--- src/verilog/adc_ctrl_pkg.sv ---
// How it works
// - Control bit 7 enables the converter; clear disables it; resets to zero.
// - Writing one to control bit 6 requests a conversion start.
// - Process flag clears by itself when the conversion really begins.
// - Process flag reads zero while converting, one once done.
// - Channel field bits 5..2 pick inputs 0..9; 0111 and unlisted codes reserved.
// - Channel code 1111 routes the internal band-gap reference to the converter.
// - Mode bits 7..5 select resolution; 100 is 12-bit; write-only, reset 000. The code stores them but always converts 12 bits.
// - Result is high register bits 7..0 above low register bits 7..4.
// - Mode bits 3..1 divide the system clock by 1 up to 128.
// - High result register is read-only and holds result bits 11..4.
// - High result bit 7 always carries the result's top bit.
// - Low result bits 7..4 hold result bits 3..0; bits 3..0 read zero.
package adc_ctrl_pkg;
    // Byte addresses of the register words
    localparam logic [7:0] CTRL_ADDR = 8'h80;
    localparam logic [7:0] MODE_ADDR = 8'h84;
    localparam logic [7:0] RESH_ADDR = 8'h88;
    localparam logic [7:0] RESL_ADDR = 8'h8C;
    // Printed register indices
    localparam logic [7:0] CTRL_INDEX = 8'h20;
    localparam logic [7:0] MODE_INDEX = 8'h21;
    localparam logic [7:0] RESH_INDEX = 8'h22;
    localparam logic [7:0] RESL_INDEX = 8'h23;
    // Field positions
    localparam int ENABLE_BIT = 7;
    localparam int START_BIT = 6;
    localparam int CHAN_LSB = 2;
    localparam int RES_LSB = 5;
    localparam int DIV_LSB = 1;
    // Values after reset and field codes
    localparam logic [3:0] CHAN_RESET = 4'h0;
    localparam logic [2:0] RES_RESET = 3'h0;
    localparam logic [2:0] DIV_RESET = 3'h0;
    localparam logic [2:0] RES_12BIT = 3'h4;
    localparam logic [3:0] CHAN_BANDGAP = 4'hF;
    localparam logic [3:0] CHAN_MAX_PIN = 4'h9;
    localparam logic [3:0] CHAN_RSVD = 4'h7;
    // Conversion length in converter clock ticks, one per result bit plus sampling
    localparam logic [4:0] CONV_TICKS = 5'h0E;
    localparam int RESULT_W = 12;
endpackage
--- src/verilog/adc_control_registers.sv ---
// Added by the designer: the APB slave port.
module adc_control_registers
    import adc_ctrl_pkg::*;
(
    // APB clock and reset
    input wire logic pclk,
    input wire logic presetn,
    // APB slave
    input wire logic psel,
    input wire logic penable,
    input wire logic pwrite,
    input wire logic [7:0] paddr,
    input wire logic [31:0] pwdata,
    input wire logic [3:0] pstrb,
    output logic [31:0] prdata,
    output logic pready,
    output logic pslverr,
    // Conversion core
    input wire logic [11:0] conv_data,
    output logic conv_enable,
    output logic conv_sample,
    output logic conv_clk_en,
    output logic [3:0] conv_channel,
    output logic conv_bandgap,
    output logic conv_busy
);

    typedef enum logic [1:0] {IDLE, CONVERT, DONE_ST} conv_state_t;

    logic enable_q;
    logic done_q;
    logic start_q;
    logic [3:0] chan_q;
    logic [2:0] res_q;
    logic [2:0] div_q;
    logic [6:0] divcnt_q;
    logic tick_q;
    logic [4:0] ticks_q;
    logic [11:0] result_q;
    conv_state_t state_q;
    logic wr_en;
    logic rd_en;
    logic mapped;

    // True for the four register words; anything else answers with an error
    function automatic logic addr_mapped(input logic [7:0] a);
        addr_mapped = (a == CTRL_ADDR) || (a == MODE_ADDR) || (a == RESH_ADDR)
            || (a == RESL_ADDR);
    endfunction

    // Terminal count of the divider: 2**code - 1
    function automatic logic [6:0] div_limit(input logic [2:0] code);
        div_limit = 7'((8'h01 << code) - 8'h01);
    endfunction

    // Access phase is single cycle, so pready is high in every access phase
    assign wr_en = psel && penable && pwrite && pstrb[0];
    assign rd_en = psel && penable && !pwrite;
    assign mapped = addr_mapped(paddr);

    // Enable bit and channel field
    always_ff @(posedge pclk or negedge presetn)
    begin
        if (!presetn)
        begin
            enable_q <= 1'b0;
            chan_q <= CHAN_RESET;
        end
        else if (wr_en && paddr == CTRL_ADDR)
        begin
            enable_q <= pwdata[ENABLE_BIT];
            chan_q <= pwdata[CHAN_LSB +: 4];
        end
    end

    // Mode register fields; reserved bit 4 and bit 0 are not stored
    always_ff @(posedge pclk or negedge presetn)
    begin
        if (!presetn)
        begin
            res_q <= RES_RESET;
            div_q <= DIV_RESET;
        end
        else if (wr_en && paddr == MODE_ADDR)
        begin
            res_q <= pwdata[RES_LSB +: 3];
            div_q <= pwdata[DIV_LSB +: 3];
        end
    end

    // Pending start request; enable set in the same write counts, otherwise it is dropped
    always_ff @(posedge pclk or negedge presetn)
    begin
        if (!presetn)
            start_q <= 1'b0;
        else if (wr_en && paddr == CTRL_ADDR && pwdata[START_BIT] && pwdata[ENABLE_BIT])
            start_q <= 1'b1;
        else if (!enable_q)
            start_q <= 1'b0;
        else if (state_q == IDLE || state_q == DONE_ST)
            start_q <= 1'b0;
    end

    // Converter clock divider, run only while enabled to save toggling
    always_ff @(posedge pclk or negedge presetn)
    begin
        if (!presetn)
        begin
            divcnt_q <= 7'h00;
            tick_q <= 1'b0;
        end
        else if (!enable_q)
        begin
            divcnt_q <= 7'h00;
            tick_q <= 1'b0;
        end
        else if (divcnt_q >= div_limit(div_q))
        begin
            divcnt_q <= 7'h00;
            tick_q <= 1'b1;
        end
        else
        begin
            divcnt_q <= divcnt_q + 7'h01;
            tick_q <= 1'b0;
        end
    end

    // Conversion sequencer
    always_ff @(posedge pclk or negedge presetn)
    begin
        if (!presetn)
        begin
            state_q <= IDLE;
            ticks_q <= 5'h00;
        end
        else if (!enable_q)
            state_q <= IDLE;
        else
        begin
            case (state_q)
                IDLE, DONE_ST:
                    if (start_q)
                    begin
                        state_q <= CONVERT;
                        ticks_q <= 5'h00;
                    end
                CONVERT:
                    if (tick_q)
                    begin
                        if (ticks_q == CONV_TICKS - 5'h01)
                            state_q <= DONE_ST;
                        ticks_q <= ticks_q + 5'h01;
                    end
                default:
                    state_q <= IDLE;
            endcase
        end
    end

    // Process flag: clears as conversion begins, sets on completion only
    always_ff @(posedge pclk or negedge presetn)
    begin
        if (!presetn)
            done_q <= 1'b0;
        else if (!enable_q)
            done_q <= 1'b0;
        else if (state_q == CONVERT && tick_q && ticks_q == CONV_TICKS - 5'h01)
            done_q <= 1'b1;
        else if ((state_q == IDLE || state_q == DONE_ST) && start_q)
            done_q <= 1'b0;
    end

    // Result captured only at completion and held until the next one
    always_ff @(posedge pclk or negedge presetn)
    begin
        if (!presetn)
            result_q <= 12'h000;
        else if (enable_q && state_q == CONVERT && tick_q && ticks_q == CONV_TICKS - 5'h01)
            result_q <= conv_data;
    end

    // Drive the conversion core from registers
    always_ff @(posedge pclk or negedge presetn)
    begin
        if (!presetn)
        begin
            conv_enable <= 1'b0;
            conv_sample <= 1'b0;
            conv_clk_en <= 1'b0;
            conv_channel <= CHAN_RESET;
            conv_bandgap <= 1'b0;
            conv_busy <= 1'b0;
        end
        else
        begin
            conv_enable <= enable_q;
            conv_sample <= enable_q && (state_q != CONVERT) && start_q;
            conv_clk_en <= tick_q && state_q == CONVERT;
            // Reserved codes route nothing; band-gap replaces any pin
            conv_channel <= (chan_q <= CHAN_MAX_PIN && chan_q != CHAN_RSVD) ? chan_q
                : CHAN_RESET;
            conv_bandgap <= (chan_q == CHAN_BANDGAP);
            conv_busy <= state_q == CONVERT;
        end
    end

    // APB read data and response
    always_ff @(posedge pclk or negedge presetn)
    begin
        if (!presetn)
        begin
            prdata <= 32'h0000_0000;
            pready <= 1'b0;
            pslverr <= 1'b0;
        end
        else
        begin
            pready <= psel && !penable;
            pslverr <= psel && !penable && !mapped;
            prdata <= 32'h0000_0000;
            if (psel && !penable && !pwrite)
            begin
                case (paddr)
                    CTRL_ADDR:
                        prdata <= {24'h000000, enable_q, done_q, chan_q, 2'b00};
                    RESH_ADDR:
                        prdata <= {24'h000000, result_q[11:4]};
                    RESL_ADDR:
                        prdata <= {24'h000000, result_q[3:0], 4'h0};
                    default:
                        prdata <= 32'h0000_0000; // Mode register is write-only
                endcase
            end
        end
    end

    // Start on an enabled write leads to the convert state within one to three clock cycles
    start_busy_a: assert property (@(posedge pclk) disable iff (!presetn)
        (wr_en && paddr == CTRL_ADDR && pwdata[ENABLE_BIT] && pwdata[START_BIT] && enable_q
         && state_q != CONVERT)
        |-> ##[1:3] (state_q == CONVERT))
        else $error("start did not begin a conversion");

    // The flag may never read as done while the sequencer converts
    flag_clear_a: assert property (@(posedge pclk) disable iff (!presetn)
        (state_q == CONVERT) |-> !done_q)
        else $error("process flag set during conversion");

    // Completion is the only way the flag rises
    flag_done_a: assert property (@(posedge pclk) disable iff (!presetn)
        ($rose(done_q)) |-> ($past(state_q) == CONVERT && state_q == DONE_ST))
        else $error("process flag rose without completion");

    // Turning the converter off abandons any conversion and clears the flag
    disabled_idle_a: assert property (@(posedge pclk) disable iff (!presetn)
        (!enable_q) |=> (state_q == IDLE && !done_q))
        else $error("conversion while disabled");

    // Result words only move at completion
    result_hold_a: assert property (@(posedge pclk) disable iff (!presetn)
        (state_q != CONVERT) |=> $stable(result_q))
        else $error("result changed outside completion");

    // Reference code switches the band-gap onto the core input
    bandgap_sel_a: assert property (@(posedge pclk) disable iff (!presetn)
        (chan_q == CHAN_BANDGAP) |=> conv_bandgap)
        else $error("band-gap not routed");

    // Divide by two: the tick comes back every second cycle while the code holds
    tick_rate_a: assert property (@(posedge pclk) disable iff (!presetn)
        ((enable_q && div_q == 3'h1 && tick_q) ##1 (enable_q && div_q == 3'h1))
        |-> (!tick_q ##1 tick_q))
        else $error("divide by two rate wrong");

    // Low result word: data in the upper nibble, reserved nibble reads zero
    low_rsvd_a: assert property (@(posedge pclk) disable iff (!presetn)
        (rd_en && pready && paddr == RESL_ADDR) |-> (prdata[3:0] == 4'h0
         && prdata[7:4] == $past(result_q[3:0])))
        else $error("low result read wrong");

    // Enable bit follows every accepted control write
    enable_write_a: assert property (@(posedge pclk) disable iff (!presetn)
        (wr_en && paddr == CTRL_ADDR) |=> (enable_q == $past(pwdata[ENABLE_BIT])))
        else $error("enable bit not stored");

    // Core enable mirrors the register bit one cycle later
    enable_out_a: assert property (@(posedge pclk) disable iff (!presetn)
        conv_enable == $past(enable_q))
        else $error("core enable does not follow register");

    // Divider stays parked while the converter is off, so no stray ticks
    divider_off_a: assert property (@(posedge pclk) disable iff (!presetn)
        (!enable_q) |=> (!tick_q && divcnt_q == 7'h00))
        else $error("divider ran while disabled");

    // An enabled start write leaves a pending request behind
    start_latch_a: assert property (@(posedge pclk) disable iff (!presetn)
        (wr_en && paddr == CTRL_ADDR && pwdata[START_BIT] && pwdata[ENABLE_BIT]) |=> start_q)
        else $error("start request lost");

    // Taking a request starts the core and clears the process flag together
    start_clears_a: assert property (@(posedge pclk) disable iff (!presetn)
        (enable_q && start_q && state_q != CONVERT) |=> (state_q == CONVERT && !done_q
         && conv_sample))
        else $error("start did not clear the flag");

    // Control read returns the flag and enable as they stood at setup
    flag_read_a: assert property (@(posedge pclk) disable iff (!presetn)
        (rd_en && pready && paddr == CTRL_ADDR) |-> (prdata[START_BIT] == $past(done_q)
         && prdata[ENABLE_BIT] == $past(enable_q)))
        else $error("control read wrong");

    // Listed pin codes reach the core unchanged
    pin_route_a: assert property (@(posedge pclk) disable iff (!presetn)
        (chan_q <= CHAN_MAX_PIN && chan_q != CHAN_RSVD) |=> (conv_channel == $past(chan_q)))
        else $error("channel not routed");

    // Reserved and reference codes select no pin, parking the input on zero
    reserved_chan_a: assert property (@(posedge pclk) disable iff (!presetn)
        (!(chan_q <= CHAN_MAX_PIN && chan_q != CHAN_RSVD)) |=> (conv_channel == CHAN_RESET))
        else $error("reserved channel routed a pin");

    // Reference switch drops as soon as another code is chosen
    bandgap_off_a: assert property (@(posedge pclk) disable iff (!presetn)
        (chan_q != CHAN_BANDGAP) |=> !conv_bandgap)
        else $error("band-gap left connected");

    // Mode fields move only on a write to their own word
    mode_hold_a: assert property (@(posedge pclk) disable iff (!presetn)
        (!(wr_en && paddr == MODE_ADDR)) |=> ($stable(res_q) && $stable(div_q)))
        else $error("mode fields changed without a write");

    // Write-only mode word reads back as zero
    mode_read_a: assert property (@(posedge pclk) disable iff (!presetn)
        (rd_en && pready && paddr == MODE_ADDR) |-> (prdata == 32'h0000_0000))
        else $error("mode word not hidden");

    // High result word carries the top eight result bits, top bit in bit 7
    high_read_a: assert property (@(posedge pclk) disable iff (!presetn)
        (rd_en && pready && paddr == RESH_ADDR) |-> (prdata[7:0] == $past(result_q[11:4])
         && prdata[31:8] == 24'h000000))
        else $error("high result read wrong");

    // Completion stores exactly what the core presents
    result_capture_a: assert property (@(posedge pclk) disable iff (!presetn)
        (enable_q && state_q == CONVERT && tick_q && ticks_q == CONV_TICKS - 5'h01)
        |=> (result_q == $past(conv_data)))
        else $error("result not captured at completion");

    // Core clock pulses for every tick inside a conversion
    core_tick_a: assert property (@(posedge pclk) disable iff (!presetn)
        (tick_q && state_q == CONVERT) |=> conv_clk_en)
        else $error("converter tick not passed on");

    // Without enable in force or in the same write, no request survives
    disabled_start_a: assert property (@(posedge pclk) disable iff (!presetn)
        (!enable_q && !(wr_en && paddr == CTRL_ADDR && pwdata[ENABLE_BIT])) |=> !start_q)
        else $error("start kept while disabled");
endmodule

--- config.mk ---
export PLATFORM = sky130hd
export DESIGN_NAME = adc_control_registers
export DESIGN_NICKNAME = d
export VERILOG_FILES = /design/src/verilog/adc_ctrl_pkg.sv /design/src/verilog/adc_control_registers.sv
export SDC_FILE = /design/constraint.sdc
export NUM_CORES = 1
export LEC_CHECK = 0
export BUFFER_PORTS_ARGS = -buffer_cell sky130_fd_sc_hd__clkbuf_2
export CAP_MARGIN = 10
export CORE_ASPECT_RATIO = 1.2
export CORE_UTILIZATION = 52
export CTS_CLUSTER_SIZE = 25
export DETAILED_ROUTE_END_ITERATION = 6
export PLACE_DENSITY = 0.8
export SYNTH_ARGS = -nofsm -noshare
export SYNTH_HDL_FRONTEND = slang
export SYNTH_SLANG_ARGS = --single-unit
--- constraint.sdc ---
create_clock -name pclk -period 4.9 [get_ports pclk]
set_input_delay 0.98 -clock pclk [delete_from_list [all_inputs] [get_ports pclk]]
set_output_delay 0.98 -clock pclk [all_outputs]
set_load 0.005 [all_outputs]
==> metrics.csv, run 1 <==
metric;value;unit
status;finished clean;
diodes;0;
holdCritStartpoint;result_q[5];
cts_resized;0;
ir_worst_vdd;231.6;uV
dp_worst_setup_slack;2.241;ns
die_h;80.66;microns
grt_pass1_wl;7376;microns
grtUsageTotal;0.1816;
worstHoldPathCells;2;
fin_crit_sh;0.4737;
crit_arrival;2.52;ns
ys_warn_count;0;
ys_seq_elements;56;
clkTransAtPathRegs;0.10;ns
async_flop_share;1.000;
insertion_delay;0.30;ns
numCtsBuffers;5;
rr_endpoint;divcnt_q[3];
ant_nets;0;
coreArea;0.004940;sq mm
synth_edf_count;0;
wl;4511;microns
cp_max_fo;9;
grt.busiest_layer;met2;
synth_cells;237;
ys.flop_type;dfrtp_1;
yosysMostFrequentCell;dfrtp_1;
path_cells;clkbuf_2 -> or4b_4 -> nor3_4 -> nand3_1 -> mux2_2;
portBuffers;51;
die_w;67.55;microns
critPathMaxStageDelay;0.54;ns
grt_util_met2;0.2980;
cp-end-kind;flop;
hold_viol_final;0;
critPathKind;input port to flop;
clock-sinks;56;
cp_slowest_cell;or4b_4;
critPathRequiredTime;5.10;ns
reg2regPathDepth;6;
dr_total_vias;1794;
row_count;28;
synth_common_cells;56 x dfrtp_1, 24 x buf_4, 21 x nor2_1, 20 x mux2_2, 14 x nand3_1;
slew_headroom;0.5569;
grt_overflow_total;0;
syn_avg_cell_area;11.31;sq um
first_pass_iters;4;
drtIter0Drc;98;
synth_largest_area_cell;dfrtp_1;
ys_seq_area_frac;0.5226;
r2r-start;div_q[1];
root_buffer;clkbuf_8;
worst_slack;2.579;ns
synth.distinct_cells;39;
grt_pass1_vias;1714;
period_needed;2.321;ns
via_per_inst;5.068;
leakagePower;0.001572;uW
hold_buffers;0;
synth.area.top_cells;dfrtp_1 52%, mux2_2 8.4%, buf_4 6.7%;
start_kind;input port;
cts_tree;built;
synth_top_area_share;0.5226;
nets;364;
fin_skew;0.01259;ns
io_pins;104;
use_met1;0.2309;
drv_slew;0;
tightest_slew;0.6646;ns
initial_core_util;0.5428;
fillers;418;
finalSetupTns;0;ns
finalWeightedCongestion;0.7988;
avgRoutedWirePerCell;12.74;microns
max-cap-violations;0;
drive_gt1_frac;0.2993;
rsz0062_at_grt;false;
h-tree-depth;2;
antenna_found_initial;0;
place_hpwl;3399;microns
cts_setup_buffers;0;
setup_viol;0;
drc;0;
clockBufferDepth;2;
min_to;prdata[1];
globalRouteMet3Util;0.03693;
p_per_area;248.6;mW/mm^2
hold_class;flop to flop;
grt_max_degree;57;
timing.hold.ws;0.5025;ns
syn_to_final_growth;12.37;%
reg2reg_slack;2.87;ns
die-area;0.005449;sq mm
synth_area;0.002681;sq mm
fmax;0.4308;GHz
cell usage in the layout, fill, tap and decap left out, types with 5 or more instances in the layout:
cell type and count:
ha_1 10, conb_1 24, clkbuf_2 51, nand2_1 6, mux2_2 20, dfrtp_1 56
a21oi_1 5, o21ai_0 13, nor2_1 21, mux2i_1 6, clkbuf_8 5, inv_1 11
nand3_1 14
per-layer routing:
layer,up-vias,share of wire
li1,884,-
met1,851,0.44
met2,50,0.50
met3,9,0.037
met4,0,0.018
met5,-,0
worst max-delay path by stage:
stage                         from       end  slack (ns)  cells after the start
after global routing      paddr[5]  div_q[1]        2.52                      5
after floorplan           paddr[5]  div_q[0]        2.54                      4
after global placement    paddr[5]  div_q[0]        2.28                      5
final                     paddr[5]  div_q[1]        2.58                      5
after detailed placement  paddr[5]  div_q[0]        2.24                      5
after CTS                 paddr[5]  div_q[2]        2.57                      5
cell type report:
cell class | count | area (sq um) | share of cell area
well taps | 60 | 75.07 | 0.02492
clock inverters | 2 | 13.76 | 0.004568
repair buffers | 53 | 270.3 | 0.08970
clock buffers | 6 | 72.57 | 0.02409
multi-input cells | 166 | 1139 | 0.3779
flip-flops and latches | 56 | 1401 | 0.4651
inverters | 11 | 41.29 | 0.01370
registers in the layout, summed over array words and instances (netlist names), 2 cells and up:
name and flops:
prdata 8, result_q 12, div_q 3, divcnt_q 7, chan_q 4, state_q 2
ticks_q 5, conv_channel 4
stage by stage:
stage	cell area, sq um	std cells	total power, uW	utilization
6_report	3013	354	748.9	0.6099
5_1_grt	3013	354	782.6	0.6099
4_1_cts	3013	354	757.8	0.6099
3_5_place_dp	2927	346	513.6	0.5925
3_3_place_gp	2927	346	512.8	0.5925
2_1_floorplan	2768	260	500.7	-
where the power goes:
part           leakage [uW]  total (uW)  switching, uW  internal (uW)
clock             0.0000456         245            143            102
combinational      0.000746        38.9           24.5           14.4
sequential         0.000780         465           1.26            463
cells by family after synthesis:
group / after synthesis / synth area share
mux: 26 / 0.1064
other cells: 1 / 0.001399
simple gates: 71 / 0.1526
xor+xnor: 5 / 0.01633
compound gates: 30 / 0.06673
buf+inv: 38 / 0.08726
fa+ha+maj: 10 / 0.04666
flops: 56 / 0.5226
critical path: cells and delay by family:
kind | cells | cell delay (ns)
multiplexers | 1 | 0.33
AND/OR/NAND/NOR | 3 | 1.13
buffers and inverters | 1 | 0.08
(Power assumes the default switching activity.)
==> run 2, diff against run 1 <==
--- a/config.mk
+++ b/config.mk
@@ -5,13 +5,14 @@
 export SDC_FILE = /design/constraint.sdc
 export NUM_CORES = 1
 export LEC_CHECK = 0
+export ABC_AREA = 1
 export BUFFER_PORTS_ARGS = -buffer_cell sky130_fd_sc_hd__clkbuf_2
 export CAP_MARGIN = 10
 export CORE_ASPECT_RATIO = 1.2
-export CORE_UTILIZATION = 52
+export CORE_UTILIZATION = 49
 export CTS_CLUSTER_SIZE = 25
 export DETAILED_ROUTE_END_ITERATION = 6
-export PLACE_DENSITY = 0.8
+export PLACE_DENSITY = 0.75
 export SYNTH_ARGS = -nofsm -noshare
 export SYNTH_HDL_FRONTEND = slang
 export SYNTH_SLANG_ARGS = --single-unit
==> constraint.sdc (replaced) <==
create_clock -name pclk -period 2.2 [get_ports pclk]
set_input_delay 0.44 -clock pclk [delete_from_list [all_inputs] [get_ports pclk]]
set_output_delay 0.44 -clock pclk [all_outputs]
set_load 0.005 [all_outputs]
==> metrics.csv, run 2 <==
metric;value;unit
first_pass_iters;4;
ir_worst_vdd;358.5;uV
dr_total_vias;2255;
most-common-layout-cells;82 x nand2_1, 56 x dfrtp_1, 51 x clkbuf_2;
ys_warn_count;0;
portBuffers;51;
synth_edf_count;0;
yosysMostFrequentCell;nand2_1;
die_w;71.52;microns
reg_top3;result_q (12), prdata (8), divcnt_q (7);
largest_reg_flops;12;
layout_commonest_cell;nand2_1;
hold_buffers;0;
ys_seq_area_frac;0.4932;
grt_max_degree;57;
synth_area;0.002841;sq mm
max-cap-violations;0;
ant_nets;0;
final_cells;456;
leakagePower;0.001718;uW
ys.flop_type;dfrtp_1;
crit_family;flip-flops;
grtUsageTotal;0.1845;
h-tree-depth;2;
die_h;85.42;microns
syn_to_final_growth;11.05;%
async_flop_share;1.000;
synth.area.top_cells;dfrtp_1 49%, nand2_1 11%, nand3_1 6.9%;
row_count;30;
synth_cells;337;
fmax;0.5897;GHz
synth.distinct_cells;31;
reg2regPathDepth;8;
grt.busiest_layer;met2;
fin_skew;0.006394;ns
via_per_inst;4.945;
status;finished clean;
wl;5138;microns
setup_viol;0;
cts_resized;0;
grt_util_met2;0.3195;
rr_endpoint;tick_q;
start_kind;flop;
largest_register;result_q;
drtIter0Drc;152;
clock-sinks;56;
drive_gt1_frac;0.1939;
initial_core_util;0.5047;
place_hpwl;3923;microns
drc;0;
drv_slew;0;
avgRoutedWirePerCell;11.27;microns
use_met1;0.2337;
grt_pass1_vias;2091;
critPathRequiredTime;2.41;ns
cp-end-kind;flop;
slew_headroom;0.5411;
finalWeightedCongestion;0.8154;
cts_tree;built;
die-area;0.006109;sq mm
hold_class;input port to async pin;
placed_cells;448;
path_buf_inv;1;
clkTransAtPathRegs;0.10;ns
fillers;530;
path_cells;a21oi_1 -> ha_1 -> a21oi_1 -> o21ai_0 -> nand3_1 -> nand3_1 -> nand2_1 -> inv_1;
globalRouteMet3Util;0.03325;
grt_overflow_total;0;
rsz0062_at_grt;false;
io_pins;104;
syn_avg_cell_area;8.432;sq um
hold_viol_final;0;
finalSetupTns;0;ns
synth_top_area_share;0.4932;
critPathKind;flop to flop;
cts_setup_buffers;0;
synth_common_cells;82 x nand2_1, 56 x dfrtp_1, 39 x nand3_1, 38 x inv_1;
r2r-start;div_q[1];
p_total;2392;uW
fin_crit_sh;0.7708;
synth_largest_area_cell;dfrtp_1;
numCtsBuffers;5;
coreArea;0.005630;sq mm
insertion_delay;0.31;ns
ys_seq_elements;56;
period_needed;1.696;ns
antenna_found_initial;0;
critPathMaxStageDelay;0.46;ns
diodes;0;
nets;462;
cp_max_fo;8;
tightest_slew;0.6883;ns
crit_arrival;1.91;ns
grt_pass1_wl;8990;microns
reg2reg_slack;0.50;ns
cp_slowest_cell;dfrtp_1;
p_per_area;757.9;mW/mm^2
clockBufferDepth;2;
root_buffer;clkbuf_8;
run 2: area by class of cell:
class                   instances  area, sq um  share of cell area
repair buffers                 53        270.3             0.08565
well taps                      64        80.08             0.02538
multi-input cells             236         1160              0.3676
clock inverters                 2        13.76            0.004362
inverters                      39        147.6             0.04679
flip-flops and latches         56         1401              0.4441
clock buffers                   6        82.58             0.02617
run 2: cell families (layout without fill, tap and decap cells):
logic type	after synthesis	in the layout	synth area share
compound gates	31	31	0.06121
xor+xnor	1	1	0.003083
fa+ha+maj	10	10	0.04403
buf+inv	68	100	0.1290
flops	56	56	0.4932
mux	1	1	0.003963
other cells	1	24	0.001320
simple gates	169	169	0.2642
run 2: routing by layer:
metal / share of wire / up-vias
met2: 0.50 / 54
met3: 0.037 / 10
met1: 0.44 / 1054
met4: 0.021 / 0
met5: 0 / -
li1: - / 1137
run 2: worst max-delay path by stage:
| stage | startpoint | end | slack (ns) | depth (start not counted) |
|---|---|---|---|---|
| after detailed placement | div_q[1] | tick_q | 0.48 | 8 |
| after floorplan | div_q[1] | tick_q | 0.72 | 7 |
| final | div_q[1] | tick_q | 0.50 | 8 |
| after global routing | div_q[1] | tick_q | 0.29 | 8 |
| after CTS | div_q[1] | tick_q | 0.48 | 8 |
| after global placement | div_q[1] | tick_q | 0.52 | 7 |
run 2: where the power goes:
| part | switching (uW) | internal [uW] | total (uW) |
|---|---|---|---|
| clock | 328 | 258 | 586 |
| sequential | 112 | 1140 | 1260 |
| combinational | 324 | 226 | 550 |
| total | 764 | 1630 | 2390 |
run 2: per-stage QoR:
step	hold WS [ns]	instance area (sq um)	setup slack (ns)	util
CTS	0.2773	3156	0.4761	0.5604
global placement	0.4555	3059	0.5191	0.5433
global route	0.3192	3156	0.2886	0.5604
detailed placement	0.4600	3059	0.4830	0.5433
finish	0.2501	3156	0.5043	0.5604
floorplan	0.1444	2928	0.7210	-
==> run 3, diff against run 2 <==
==> constraint.sdc (replaced) <==
create_clock -name pclk -period 1.7 [get_ports pclk]
set_input_delay 0.34 -clock pclk [delete_from_list [all_inputs] [get_ports pclk]]
set_output_delay 0.34 -clock pclk [all_outputs]
set_load 0.005 [all_outputs]
==> metrics.csv, run 3 (synthesis gave the netlist of run 2 again) <==
metric;value;unit
reg_top3;result_q (12), prdata (8), divcnt_q (7);
period_needed;1.562;ns
timing.hold.ws;0.2480;ns
max-cap-violations;0;
worst_slack;0.1376;ns
crit_family;compound AO/OA/AOI/OAI gates;
reg2regPathDepth;7;
finalWeightedCongestion;0.8362;
hold_class;input port to flop;
die_h;85.42;microns
root_buffer;clkbuf_8;
setup_viol;0;
clockBufferDepth;2;
ir_worst_vdd;685.1;uV
largest_register;result_q;
start_kind;flop;
clkTransAtPathRegs;0.10;ns
drtIter0Drc;97;
cts_setup_buffers;0;
fin_skew;0.006850;ns
status;finished clean;
most-common-layout-cells;82 x nand2_1, 54 x dfrtp_1, 51 x clkbuf_2;
p_per_area;997.0;mW/mm^2
dpl_cell_area;0.003102;sq mm
crit_arrival;1.77;ns
worstHoldPathCells;3;
diodes;0;
hold_viol_final;0;
clock-sinks;56;
critPathMaxStageDelay;0.46;ns
io_pins;104;
fin_crit_sh;0.9191;
ant_nets;0;
grt_max_degree;31;
grt_pass1_vias;2009;
cp_max_fo;8;
grtUsageTotal;0.1774;
path_cells;o21ai_0 -> ha_1 -> a21oi_1 -> o21a_1 -> nand3_4 -> nand2_1 -> inv_1;
rsz0062_at_grt;false;
final_area;0.003242;sq mm
grt_pass1_wl;8631;microns
critPathKind;flop to flop;
cp-end-kind;flop;
final_core_util;0.5758;
path_buf_inv;1;
coreArea;0.005630;sq mm
numCtsBuffers;5;
antenna_found_initial;0;
first_pass_iters;4;
syn_to_final_growth;14.09;%
leakagePower;0.001757;uW
drive_gt1_frac;0.2091;
grt_overflow_total;0;
avgRoutedWirePerCell;10.99;microns
h-tree-depth;2;
drc;0;
via_per_inst;4.883;
layout_commonest_cell;nand2_1;
drv_slew;0;
initial_core_util;0.5047;
insertion_delay;0.31;ns
dr_total_vias;2251;
die-area;0.006109;sq mm
p_total;3232;uW
wl;5067;microns
row_count;30;
critPathRequiredTime;1.91;ns
largest_reg_flops;12;
cp_slowest_cell;dfrtp_2;
fmax;0.6400;GHz
nets;467;
portBuffers;51;
place_hpwl;3984;microns
die_w;71.52;microns
cts_tree;built;
dp_worst_setup_slack;-0.03034;ns
cp_num_cells;7;
run 3: cell count changes in the layout (fill, tap and decap cells not counted), sizes merged:
cell	before	now
clkinv	2	1
buf	2	6
bufinv	0	1
dlygate4sd3	0	1
run 3: routing by layer:
layer / global-route usage / vias up / share of wire
li1: - / 1155 / -
met1: 0.2166 / 1031 / 0.43
met2: 0.3160 / 56 / 0.51
met3: 0.02969 / 9 / 0.038
met4: 0.06061 / 0 / 0.020
met5: 0 / - / 0
run 3: worst register-to-register path, delay by kind of cell, from the launching register on:
| kind | cells | cell delay, ns |
|---|---|---|
| and+or+nand+nor | 2 | 0.21 |
| buffers and inverters | 1 | 0.03 |
| AOI/OAI and AO/OA | 3 | 0.51 |
| DFF | 1 | 0.46 |
| adders and majority gates | 1 | 0.26 |
run 3: layout make-up:
class	instances	area, sq um
Fill cell	521	2389
Sequential cell	56	1404
Multi-Input combinational cell	236	1176
Timing Repair Buffer	58	322.8
Inverter	39	147.6
Tap cell	64	80.08
Clock buffer	6	72.57
Clock inverter	2	38.79
run 3: worst paths after layout:
kind,from,end,slack [ns]
max in group asynchronous,presetn,divcnt_q[3],0.66
setup / recovery,div_q[1],tick_q,0.14
hold reg to reg,result_q[4],result_q[4],0.48
min in group asynchronous,presetn,prdata[0],0.52
setup reg to reg,div_q[1],tick_q,0.14
hold / removal,conv_data[9],result_q[9],0.25
run 3: what timing repair did:
action,4_1_cts,5_1_grt
hold buffers,1,0
hold endpoints to repair,17,0
gates resized for setup,1,4
endpoints found under the setup margin,1,8
cloned,0,0
run 3: stage by stage:
step           setup TNS [ns]  instances
2_1_floorplan               0        360
3_3_place_gp                0        452
3_5_place_dp         -0.03034        452
4_1_cts                     0        461
5_1_grt                     0        461
6_report                    0        461
run 3: power by group:
group | internal [uW] | switching (uW) | leakage [uW] | total (uW)
registers | 1480 | 143 | 0.000647 | 1620
logic | 315 | 430 | 0.00105 | 745
clock network | 446 | 419 | 0.0000558 | 864
total | 2240 | 992 | 0.00176 | 3230
